[config.mk]
export PLATFORM = sky130hd
export DESIGN_NAME = pdf_fade
export DESIGN_NICKNAME = d
export VERILOG_FILES = /design/src/core/pdf_pkg.sv /design/src/core/pdf_step_if.sv /design/src/core/pdf_fade.sv /design/src/core/pdf_step.sv
export VERILOG_INCLUDE_DIRS = /design/src /design/src/core
export SDC_FILE = /design/constraint.sdc
export NUM_CORES = 1
export LEC_CHECK = 0
export ABC_CLOCK_PERIOD_IN_PS = 4400
export BUFFER_PORTS_ARGS = -buffer_cell sky130_fd_sc_hd__buf_2
export CORE_ASPECT_RATIO = 1.2
export CORE_MARGIN = 8
export CORE_UTILIZATION = 50
export DETAILED_ROUTE_END_ITERATION = 7
export MAX_ROUTING_LAYER = met4
export PLACE_DENSITY = 0.83
export SYNTH_ARGS = -nofsm -noshare
export SYNTH_HDL_FRONTEND = slang
export SYNTH_SLANG_ARGS = --single-unit
[constraint.sdc]
create_clock -name clk_sys -period 4.4 [get_ports clk_sys]
set_input_delay 0.22 -clock clk_sys [delete_from_list [all_inputs] [get_ports clk_sys]]
set_output_delay 0.22 -clock clk_sys [all_outputs]
set_load 0.005 [all_outputs]
[src/core/pdf_params.svh]
/*
 * Constants for the PWM dimming fade engine: register offsets, field
 * positions, reset values and widths.
 * Assumes it is included by its bare name from the package and the bench.
 */
`ifndef PDF_PARAMS_SVH
`define PDF_PARAMS_SVH

// ****************************************
// Register map
// ****************************************
`define PDF_ADDR_W 8
`define PDF_DATA_W 8
`define PDF_ADDR_OPTIONS 8'h09
`define PDF_ADDR_RATE 8'h0A
`define PDF_ADDR_STATUS 8'h0B
`define PDF_ADDR_DUTY_LO 8'h0C
`define PDF_ADDR_DUTY_HI 8'h0D
`define PDF_READ_ZERO 8'h00

// ****************************************
// Fields
// ****************************************
`define PDF_OPT_RAMP_BIT 7
`define PDF_OPT_CURVE_BIT 6
`define PDF_OPT_SCALE_HI 2
`define PDF_OPT_SCALE_LO 0
`define PDF_RATE_RESYNC_BIT 7
`define PDF_RATE_DIV_HI 6
`define PDF_RATE_DIV_LO 0
`define PDF_OPT_RESET 8'h00
`define PDF_RATE_RESET 8'h00

// ****************************************
// Datapath
// ****************************************
`define PDF_DUTY_W 10
`define PDF_DUTY_RESET 10'h000
`define PDF_CALC_W 11
`define PDF_SCALE_MAX 3'h4
`define PDF_LOG_SHIFT 4
`define PDF_DIV_W 7
`define PDF_DIV_RESET 7'h00
`define PDF_DIV_ONE 7'h01

`endif

[src/core/pdf_pkg.sv]
/*
 * Types shared by the fade engine files.
 * Assumes pdf_params.svh is on the include path.
 */
`include "pdf_params.svh"

package pdf_pkg;
    typedef logic [`PDF_DUTY_W-1:0] pdf_duty_t;
    typedef logic [`PDF_CALC_W-1:0] pdf_calc_t;
    typedef logic [`PDF_ADDR_W-1:0] pdf_addr_t;
    typedef logic [`PDF_DATA_W-1:0] pdf_data_t;
    // Gray path: idle -> fade -> idle
    typedef enum logic [1:0] {
        PDF_IDLE = 2'b00,
        PDF_FADE = 2'b01
    } pdf_state_t;
endpackage

[src/core/pdf_step_if.sv]
/*
 * Carrier between the fade controller and its step calculator.
 * Assumes pdf_pkg is compiled first.
 */
`timescale 1ns/10ps

interface pdf_step_if;
    import pdf_pkg::*;
    pdf_duty_t cur;
    pdf_duty_t target;
    logic curve;
    logic [2:0] scale;
    pdf_duty_t next;
    modport calc (input cur, input target, input curve, input scale, output next);
    modport user (output cur, output target, output curve, output scale, input next);
endinterface

[src/core/pdf_fade.sv]
/*
 * PWM dimming fade engine: fade settings registers, fade controller,
 * update-rate divider and frame-sync resync request.
 * Assumes one PWM period-end pulse per output period and a one-cycle
 * duty write strobe from the dimming register logic elsewhere.
 */
// Chosen here: the strobed register port.
`timescale 1ns/10ps

// Functional notes
// Ramp off applies new duty at once; ramp on fades toward it.
// Curve bit low gives logarithmic ramp, high gives linear ramp.
// Each fade step is multiplied by two to the step_scale code, at most sixteen for codes above 4.
// Fade rate bit 7 enables automatic resync to frame sync.
// Frame resync happens only while frame_sync_on is high.
// Duty updates once every one plus divider PWM periods.
// Duty moves toward target by the step, clamps, then fade ends.
module pdf_fade (
    input wire logic clk_sys, // System clock, 20 MHz
    input wire logic rst, // Synchronous reset, active high
    input wire pdf_pkg::pdf_addr_t reg_addr, // Register address
    input wire pdf_pkg::pdf_data_t reg_wdata, // Register write data
    input wire logic reg_wr, // Register write strobe
    input wire logic reg_rd, // Register read strobe
    output pdf_pkg::pdf_data_t reg_rdata, // Read data, cycle after strobe
    input wire logic duty_wr, // New dimming duty strobe
    input wire pdf_pkg::pdf_duty_t duty_wdata, // New dimming duty value
    input wire logic pwm_period_end, // One pulse per PWM output period
    input wire logic frame_sync_on, // Frame sync feature enabled
    input wire logic frame_sync, // Frame sync pulse
    output pdf_pkg::pdf_duty_t duty_out, // Duty applied to the PWM
    output logic fade_busy, // Fade in progress
    output logic resync_pulse // Realign PWM counters
);
    import pdf_pkg::*;

    // ****************************************
    // Settings registers
    // ****************************************
    pdf_data_t opt_reg;
    pdf_data_t rate_reg;
    logic ramp_on;
    logic curve_select;
    logic [2:0] step_scale;
    logic auto_resync_on;
    logic [`PDF_DIV_W-1:0] update_divider;

    assign ramp_on = opt_reg[`PDF_OPT_RAMP_BIT];
    assign curve_select = opt_reg[`PDF_OPT_CURVE_BIT];
    assign step_scale = opt_reg[`PDF_OPT_SCALE_HI:`PDF_OPT_SCALE_LO];
    assign auto_resync_on = rate_reg[`PDF_RATE_RESYNC_BIT];
    assign update_divider = rate_reg[`PDF_RATE_DIV_HI:`PDF_RATE_DIV_LO];

    always_ff @(posedge clk_sys) begin
        if (rst) begin
            opt_reg <= `PDF_OPT_RESET;
            rate_reg <= `PDF_RATE_RESET;
        end else if (reg_wr) begin
            if (reg_addr == `PDF_ADDR_OPTIONS) begin
                // Unused bits 5:3 are not stored and read zero
                opt_reg <= {reg_wdata[`PDF_OPT_RAMP_BIT], reg_wdata[`PDF_OPT_CURVE_BIT],
                            3'h0, reg_wdata[`PDF_OPT_SCALE_HI:`PDF_OPT_SCALE_LO]};
            end else if (reg_addr == `PDF_ADDR_RATE) begin
                // resync enable bit
                rate_reg <= reg_wdata;
            end
        end
    end

    pdf_state_t state;
    pdf_duty_t target;

    always_ff @(posedge clk_sys) begin
        if (rst) begin
            reg_rdata <= `PDF_READ_ZERO;
        end else if (reg_rd) begin
            if (reg_addr == `PDF_ADDR_OPTIONS) begin
                reg_rdata <= opt_reg;
            end else if (reg_addr == `PDF_ADDR_RATE) begin
                reg_rdata <= rate_reg;
            end else if (reg_addr == `PDF_ADDR_STATUS) begin
                reg_rdata <= pdf_data_t'(fade_busy);
            end else if (reg_addr == `PDF_ADDR_DUTY_LO) begin
                reg_rdata <= duty_out[7:0];
            end else if (reg_addr == `PDF_ADDR_DUTY_HI) begin
                reg_rdata <= pdf_data_t'(duty_out[`PDF_DUTY_W-1:8]);
            end else begin
                reg_rdata <= `PDF_READ_ZERO;
            end
        end else begin
            reg_rdata <= `PDF_READ_ZERO;
        end
    end

    // ****************************************
    // Update-rate divider
    // ****************************************
    logic [`PDF_DIV_W-1:0] div_cnt;
    logic upd;

    // one update per (1 + divider) periods
    assign upd = (state == PDF_FADE) && pwm_period_end && (div_cnt == update_divider);

    always_ff @(posedge clk_sys) begin
        if (rst || duty_wr || state != PDF_FADE) begin
            div_cnt <= `PDF_DIV_RESET;
        end else if (pwm_period_end) begin
            // count output periods
            div_cnt <= (div_cnt == update_divider) ? `PDF_DIV_RESET : div_cnt + `PDF_DIV_ONE;
        end
    end

    // ****************************************
    // Fade controller
    // ****************************************
    pdf_step_if sif ();

    assign sif.cur = duty_out;
    assign sif.target = target;
    assign sif.curve = curve_select;
    assign sif.scale = step_scale;

    pdf_step u_step (
        .sif(sif)
    );

    assign fade_busy = (state == PDF_FADE);

    always_ff @(posedge clk_sys) begin
        if (rst) begin
            state <= PDF_IDLE;
            duty_out <= `PDF_DUTY_RESET;
            target <= `PDF_DUTY_RESET;
        end else if (duty_wr) begin
            // A fresh duty write restarts the fade from where it stands
            target <= duty_wdata;
            if (!ramp_on) begin
                // jump directly
                duty_out <= duty_wdata;
                state <= PDF_IDLE;
            end else begin
                // fade gradually
                state <= (duty_wdata != duty_out) ? PDF_FADE : PDF_IDLE;
            end
        end else begin
            case (state)
                PDF_FADE: begin
                    if (upd) begin
                        // step and end at target
                        duty_out <= sif.next;
                        state <= (sif.next == target) ? PDF_IDLE : PDF_FADE;
                    end
                end
                default: begin
                    state <= PDF_IDLE;
                end
            endcase
        end
    end

    // ****************************************
    // Frame resync
    // ****************************************
    always_ff @(posedge clk_sys) begin
        if (rst) begin
            resync_pulse <= 1'b0;
        end else begin
            // gated by frame_sync_on
            resync_pulse <= frame_sync && frame_sync_on && auto_resync_on;
        end
    end
endmodule // pdf_fade

[src/core/pdf_step.sv]
/*
 * Combinational step calculator: next duty one fade update ahead.
 * Assumes the caller registers the result; purely combinational.
 */
`timescale 1ns/10ps

module pdf_step (
    pdf_step_if.calc sif // Step request and result
);
    import pdf_pkg::*;

    // ****************************************
    // Step size
    // ****************************************
    // Codes above 100 saturate at x16 rather than wrapping
    function automatic pdf_calc_t pdf_scaled(input pdf_calc_t base, input logic [2:0] code);
        logic [2:0] n;
        n = (code > `PDF_SCALE_MAX) ? `PDF_SCALE_MAX : code;
        return base << n;
    endfunction

    pdf_calc_t base_step;
    pdf_calc_t step;
    pdf_calc_t gap;

    always_comb begin
        // log vs linear
        if (sif.curve) begin
            base_step = pdf_calc_t'(1);
        end else if ((sif.cur >> `PDF_LOG_SHIFT) == '0) begin
            // Floor of one keeps a log fade from stalling near zero
            base_step = pdf_calc_t'(1);
        end else begin
            base_step = pdf_calc_t'(sif.cur >> `PDF_LOG_SHIFT);
        end
        // power-of-two scale
        step = pdf_scaled(base_step, sif.scale);
    end

    always_comb begin
        gap = '0;
        // clamp at target
        if (sif.cur < sif.target) begin
            gap = pdf_calc_t'(sif.target) - pdf_calc_t'(sif.cur);
            sif.next = (gap <= step) ? sif.target : pdf_duty_t'(pdf_calc_t'(sif.cur) + step);
        end else begin
            gap = pdf_calc_t'(sif.cur) - pdf_calc_t'(sif.target);
            sif.next = (gap <= step) ? sif.target : pdf_duty_t'(pdf_calc_t'(sif.cur) - step);
        end
    end
endmodule // pdf_step

# Word-level counts from Yosys, hierarchy flattened
# Cells that the tools add are included.
[totals]
regBits = 51
in_bits = 34
out_inout_bits = 20
wordCells = 69
[op_classes]
n_addsub = 5
order_cmp = 4
n_eq_ne = 12
shifts = 1
muxes = 22
n_bitwise = 2
n_reduce_logical = 14
[ops]
columns = ["op", "count"]
rows = [
  ["2-to-1 mux 10 bit", 7],
  ["equality test 8 x 4 -> 1 bit (second input constant)", 5],
  ["2-to-1 mux 8 bit", 4],
  ["less-or-equal comparator 11 bit", 2],
  ["subtractor 10 x 10 -> 11 bit", 2],
  ["2-to-1 mux 6 bit", 2],
  ["<< shifter 6 x 3 -> 11 bit", 1],
  ["adder 10 bit", 1],
  ["equality test 10 bit", 1],
  ["zero test 10 bit", 1],
  ["< comparator 10 bit", 1],
  ["inequality test 10 bit", 1],
  ["subtractor 10 bit", 1],
  ["2-to-1 mux 2 bit", 4],
  ["adder 7 x 1 -> 7 bit (second input constant)", 1],
  ["equality test 7 bit", 1],
  ["2-to-1 mux 7 bit", 1],
  ["AND reduction 3 bit", 2],
  ["logical AND 1 bit", 4],
  ["nonzero test 2 bit", 2],
  ["> comparator 3 bit (second input constant)", 1],
  ["2-to-1 mux 1 bit", 3],
  ["2-to-1 mux 3 bit", 1],
  ["inequality test 3 x 2 -> 1 bit (second input constant)", 1],
  ["8 further kinds", 10],
]

# Depth between registers and ports, before layout
[depth]
ltp_word = 12
ltp_mapped = 22
mapped_depth_nobuf = 22

# Modules after synthesis
# A second synthesis with hierarchy kept.
[hier_totals]
hier_cells = 658
hier_area_um2 = 5084.9
[by_module_without_submodules]
columns = ["module", "instances", "cells_per_inst", "area_each_um2", "seq_area_each_um2"]
rows = [
  ["pdf_step", 1, 386, 2706.3, 0.0],
  ["pdf_fade", 1, 272, 2378.5, 1001.0],
]

# Least setup slack after synthesis
# OpenSTA, ideal clock, no wires.
[synth_path]
kind = "register to register"
startpoint = "reg duty_out[1]"
endpoint = "reg state[0]"
setup_time_ns = 0.120
arrival_time_ns = 4.385
setup_slack_ns = -0.105
path_stages_with_launch = 22
n_path_buf = 0
period_less_slack_ns = 4.505
cell_sequence = "dfxtp_1 > inv_1 > ha_1 > nor2b_1 > o31a_1 > o21ai_0 > nand2_1 > a21o_1 > a21oi_1 > o21bai_1 > a21oi_1 > xnor2_1 > ha_1 > nand4_1 > a211oi_1 > a2111oi_2 > a211oi_2 > nand2_1 > a2bb2oi_2 > nor3_1 > a2111o_1 > o31a_1"
[synth_between]
elab_chain_cells = 9
word_cells_on_any_way = 18
classes_between = "4 x add/sub; 3 x order compare; 2 x eq/ne; 9 x mux"
[synth_rtl]
columns = ["item", "line_no", "rtl"]
rows = [
  ["start: declaration", "pdf_fade.sv:31", "output pdf_pkg::pdf_duty_t duty_out,"],
  ["start signal: assignment", "pdf_fade.sv:132", "duty_out <= `PDF_DUTY_RESET;"],
  ["start signal: assignment", "pdf_fade.sv:139", "duty_out <= duty_wdata;"],
  ["start signal: assignment", "pdf_fade.sv:150", "duty_out <= sif.next;"],
  ["subtractor 10 x 10 -> 11 bit (on tied branches)", "pdf_step.sv:47, pdf_step.sv:44", ""],
  ["less-or-equal comparator 11 bit (on tied branches)", "pdf_step.sv:48, pdf_step.sv:45", ""],
  ["2-to-1 mux 10 bit (on tied branches)", "pdf_step.sv:48, pdf_step.sv:45", ""],
  ["2-to-1 mux 10 bit", "pdf_step.sv:43", "if (sif.cur < sif.target) begin"],
  ["equality test 10 bit", "pdf_fade.sv:151", "state <= (sif.next == target) ? PDF_IDLE : PDF_FADE;"],
  ["2-to-1 mux 1 bit", "pdf_fade.sv:151", ""],
  ["2-to-1 mux 2 bit", "pdf_fade.sv:148", "if (upd) begin"],
  ["2-to-1 mux 2 bit", "pdf_fade.sv:146", "case (state)"],
  ["2-to-1 mux 2 bit (*)", "pdf_fade.sv:134", "end else if (duty_wr) begin"],
  ["end signal: assignment", "pdf_fade.sv:143", "state <= (duty_wdata != duty_out) ? PDF_FADE : PDF_IDLE;"],
  ["end signal: assignment", "pdf_fade.sv:151", ""],
  ["end: declaration", "pdf_fade.sv:70", "pdf_state_t state;"],
]
# Every way passes the cells marked *; elsewhere a longest branch is shown, timed or not. The select of a mux whose other input is x is not followed.
# A chain may end at the register's enable or synchronous reset.

# Final worst setup path
[layout_path]
startpoint = "reg target[0] (netlist: sif.target[0])"
endpoint = "reg state[0]"
[layout_between]
elab_chain_cells = 9
word_cells_on_any_way = 13
classes_between = "2 x add/sub; 3 x order compare; 1 x eq/ne; 7 x mux"
[layout_rtl]
columns = ["item", "line_no", "rtl"]
rows = [
  ["start: declaration", "pdf_fade.sv:71", "pdf_duty_t target;"],
  ["start signal: assignment", "pdf_fade.sv:133", "target <= `PDF_DUTY_RESET;"],
  ["start signal: assignment", "pdf_fade.sv:136", "target <= duty_wdata;"],
  ["subtractor 10 x 10 -> 11 bit (on tied branches)", "pdf_step.sv:47, pdf_step.sv:44", ""],
  ["less-or-equal comparator 11 bit (on tied branches)", "pdf_step.sv:48, pdf_step.sv:45", ""],
  ["2-to-1 mux 10 bit (on tied branches)", "pdf_step.sv:48, pdf_step.sv:45", ""],
  ["2-to-1 mux 10 bit", "pdf_step.sv:43", ""],
  ["equality test 10 bit (*)", "pdf_fade.sv:151", ""],
  ["2-to-1 mux 1 bit (*)", "pdf_fade.sv:151", ""],
  ["2-to-1 mux 2 bit (*)", "pdf_fade.sv:148", ""],
  ["2-to-1 mux 2 bit (*)", "pdf_fade.sv:146", ""],
  ["2-to-1 mux 2 bit (*)", "pdf_fade.sv:134", ""],
]
# Marks and branches as above.

==> results by stage <==
Clocking:
- The clock transition at the registers of the reported paths is 0.07 ns.
- The clock tree from TritonCTS is done.
- The number of clock buffers inserted by TritonCTS is 5.
- The number of sinks on the clock net is 50.
- The longest clock path from root to sink contains 2 buffers.
- The H-tree was split into 2 levels.
- The root buffer cell is sky130_fd_sc_hd__clkbuf_16.
- The insertion delay of the later-clocked pin in the worst-skew pair is 0.30 ns.

Floorplan:
- The standard-cell row count is 40.
- The I/O pin count is 54.
- The die covers 13620 µm².
- For this configuration, the core starts out at a cell density of 50.85%.
- The floorplan step set the die height to 126.3 µm.
- The width of the chip is 107.9 µm.
- The placeable core region is 9960 µm².

Finish:
- The multi-input logic area is 3949 µm².
- For this run, the post-layout net count is 854.
- The largest registers in the layout are duty_out x10, sif.target x10.
- The synthesis-to-layout area growth is 22.16%.
- The count of cells in the finished layout, fillers not included, comes to 882.
- Summing all flip-flop and latch instances after layout gives 1010 µm².
- The number of fill cells is 860.
- The share of post-route cells with drive strength above 1 is 24.90%.

Yosys:
- The cell count after synthesis is 661.
- In the synthesized netlist the async set-or-reset flop fraction comes to 0%.
- The synthesized area per cell is 7.662 µm².
- For this run, the leading register cell type out of synthesis is sky130_fd_sc_hd__dfxtp_1.
- In the synthesized netlist, the cells that appear most often are 61 x sky130_fd_sc_hd__ha_1, 61 x sky130_fd_sc_hd__nor2_1, 60 x sky130_fd_sc_hd__a21oi_1, 60 x sky130_fd_sc_hd__nand2_1, 51 x sky130_fd_sc_hd__inv_1.
- The cell taking the most area after synthesis is sky130_fd_sc_hd__dfxtp_1.
- Ranked by total cell area, the synthesized netlist is headed by sky130_fd_sc_hd__dfxtp_1 20%, sky130_fd_sc_hd__ha_1 15%, sky130_fd_sc_hd__xnor2_1 6.2%, sky130_fd_sc_hd__a21oi_1 5.9%, sky130_fd_sc_hd__nor2_1 4.5%.
- The top cell type by area accounts for 19.76% of the synthesized area.
- Counting flops and latches in the post-synthesis netlist gives 50.
- The share of the Yosys chip area taken by registers is 19.76%.
- Counting distinct cell types in the post-synthesis netlist gives 73.
- The total number of yosys warnings is 0.
- The cell area after synthesis is 5065 µm².
- Yosys mapped a number of flops with a built-in enable equal to 0.

STA:
- Setup slack closes at 0.06208 ns.
- The worst hold slack after final layout is 0.1850 ns.
- The number of pins exceeding their max-slew limit in the final report is 0.
- The final setup violation count is 0.
- The worst max-slew margin expressed relative to the limit is 43.15%.
- Adding up every negative setup slack in the final design gives 0 ns.
- The highest clock frequency the design can meet is 230.5 MHz.
- The final-report hold violation count is 0.
- Setup repair after global routing could not meet its margin everywhere.
- The transition at the pin with the smallest max-transition slack is 0.8509 ns.
- The time the worst path needs with I/O delays and setup is 4.338 ns.
- The part of the cycle the worst path needs is 98.59%.
- The worst setup skew after layout is 0.01034 ns.

Critical path:
- Measured in cells, the most critical reg-to-reg path has a length of 21.
- Among all stages on the critical path, the largest delay is contributed by sky130_fd_sc_hd__or3_4.
- At the worst endpoint, the required time is 4.58 ns.
- The number of buffers and inverters on the critical path is 1.
- The critical setup path kind is flip-flop to flip-flop.
- The worst setup path is launched from a flip-flop.
- The critical register-to-register path startpoint is sif.target[0]$_SDFFE_PP0P_.
- Along the worst path, the maximum fanout reaches 3.
- The depth of the critical timing path with buffers and inverters included is 21.
- The worst setup path is captured at a flip-flop.
- The critical path goes through inv_1, ha_2, fa_2, nor2b_1, o21ai_1, a21oi_2, o21ai_2, a21o_1, a21oi_2, nor2_1, o21bai_1, a21oi_1, ha_1, a21o_1, nor4_2, or3_4, o32ai_2, a2bb2oi_2, nor3_2, a2111o_1, o31a_1.
- Broken down by cell family, the worst path's largest delay share belongs to compound AO/OA/AOI/OAI gates.
- The longest individual stage delay on the worst path is 0.44 ns.
- Data arrives at the worst endpoint at 4.52 ns.
- Across all register-to-register paths, the minimum setup slack is 0.06 ns.
- The endpoint of the lowest-slack register-to-register path is state[0]$_SDFFE_PP0P_.

Detailed routing:
- In this run, the number of DRC markers left after iteration 0 of detailed routing was 504.
- The first-pass detailed-route iteration total is 5.
- The routed wirelength normalized by instance count is 19.48 µm.
- The routed design has 17.18 mm of wire.
- The mean number of vias per cell is 6.100.
- The total DRC errors in the routed layout is 0.
- The detailed router placed 5380 vias in this run.
- The number of nets still failing antenna checks after routing is 0.

Global routing:
- The first global-routing pass estimated 26.87 mm of wire.
- The initial antenna violation count came to 1.
- Global routing finished with a remaining overflow of 0.
- The number of global-route vias before repair is 5206.
- Entering global routing, the biggest net connects 39 pins.
- Global routing used 25.50% of the available tracks across all layers.

Place:
- In this run the tool buffered the top-level ports with 53 buffer cells.
- The placer congestion estimate is 1.035.
- Timing analysis after detailed placement gives a worst setup slack of -0.2276 ns.
- The placed wire-length estimate is 13.63 mm.
- Counting tap cells, the placed design contains a total of 868 instances.

Worst hold path:
- The tightest min-delay check is of the input pin to flip-flop type.
- The worst hold path cell count is 3.
- The path with the worst hold slack has its endpoint at rate_reg[5]$_SDFFE_PP0P_.
- The startpoint identified for the worst hold timing path is reg_wdata[5].

Power:
- The peak ir drop on the vdd network is 281.5 µV.
- For this design the static power due to leakage is 2.625 nW.
- In this run the power density over the cells is 392.9 nW/µm².

Job:
- Max-cap violations in this run came to 0.

Outcome:
- The flow ran to the end, and the final reports show no timing, DRC or antenna violations.
report_power, final:
| part | total [mW] | switching, mW | internal, mW |
|---|---|---|---|
| sequential | 0.489 | 0.0193 | 0.470 |
| clock | 0.386 | 0.179 | 0.208 |
| combinational | 1.56 | 0.866 | 0.689 |
| total | 2.43 | 1.06 | 1.37 |
kinds of logic (layout without fill, tap and decap cells):
logic type | after synthesis | in the layout | share of synthesized area [%]
other cells | 1 | 3 | 0.07404
mux | 13 | 13 | 2.569
fa+ha+maj | 65 | 65 | 16.65
flops | 50 | 50 | 19.76
compound gates | 170 | 170 | 23.30
simple gates | 226 | 226 | 21.59
buf+inv | 80 | 173 | 6.225
xor+xnor | 56 | 56 | 9.832
worst max path at each step:
stage,endpoint,slack [ns],from
finish,state[0]$_SDFFE_PP0P_,0.06,sif.target[0]$_SDFFE_PP0P_
detailed placement,state[0]$_SDFFE_PP0P_,-0.23,duty_out[0]$_SDFFE_PP0P_
global route,state[0]$_SDFFE_PP0P_,-0.13,sif.target[0]$_SDFFE_PP0P_
floorplan,state[0]$_SDFFE_PP0P_,0.03,duty_out[2]$_SDFFE_PP0P_
CTS,state[0]$_SDFFE_PP0P_,-0.0008,duty_out[0]$_SDFFE_PP0P_
global placement,state[0]$_SDFFE_PP0P_,-0.14,duty_out[0]$_SDFFE_PP0P_
worst min-delay path, stage by stage:
cell                      delay [ns]
sky130_fd_sc_hd__buf_2          0.10
sky130_fd_sc_hd__nand3_1        0.06
sky130_fd_sc_hd__a21oi_1        0.05
what timing repair did:
action	CTS	global route
endpoints found under the setup margin	9	11
gates resized for setup	14	45
setup buffers	2	6
hold buffers	0	0
pin swaps	6	36
layout make-up:
type,count,share of cell area (%)
clock inverters,2,0.2427
flip-flops and latches,50,16.32
well taps,126,2.548
multi-input cells,532,63.82
repair buffers,115,11.87
inverters,51,3.134
clock buffers,5,2.022
diodes,1,0.04044
routing by layer:
metal	vias to the layer above	GRT usage (%)	wire length, µm
li1	2524	-	-
met1	2570	30.80	6951
met2	236	40.57	8333
met3	50	2.755	1045
met4	0	13.58	847
met5	-	-	0
stage by stage:
stage / power, mW / instance area (µm²) / utilization (%)
2_1_floorplan: 1.401 / 5070 / -
3_3_place_gp: 1.862 / 5796 / 58.19
3_5_place_dp: 1.889 / 5796 / 58.19
4_1_cts: 2.313 / 6001 / 60.25
5_1_grt: 2.577 / 6187 / 62.12
6_report: 2.431 / 6187 / 62.12
cell usage in the layout (no fill, tap or decap), types with 10 or more instances in the layout:
cell | synthesis | routed
sky130_fd_sc_hd__nand3_1 | 26 | 24
sky130_fd_sc_hd__mux2i_1 | 13 | 13
sky130_fd_sc_hd__nor3_1 | 16 | 14
sky130_fd_sc_hd__ha_1 | 61 | 58
sky130_fd_sc_hd__xnor2_1 | 36 | 36
sky130_fd_sc_hd__xor2_1 | 19 | 19
sky130_fd_sc_hd__o21ai_0 | 27 | 18
sky130_fd_sc_hd__dfxtp_1 | 50 | 45
sky130_fd_sc_hd__buf_4 | 1 | 61
sky130_fd_sc_hd__buf_2 | 3 | 53
sky130_fd_sc_hd__nand2_1 | 60 | 59
sky130_fd_sc_hd__nand2b_1 | 10 | 10
sky130_fd_sc_hd__inv_1 | 51 | 49
sky130_fd_sc_hd__nor2_1 | 61 | 60
sky130_fd_sc_hd__a21oi_1 | 60 | 54
No activity file was read; power rests on OpenSTA's default activity.
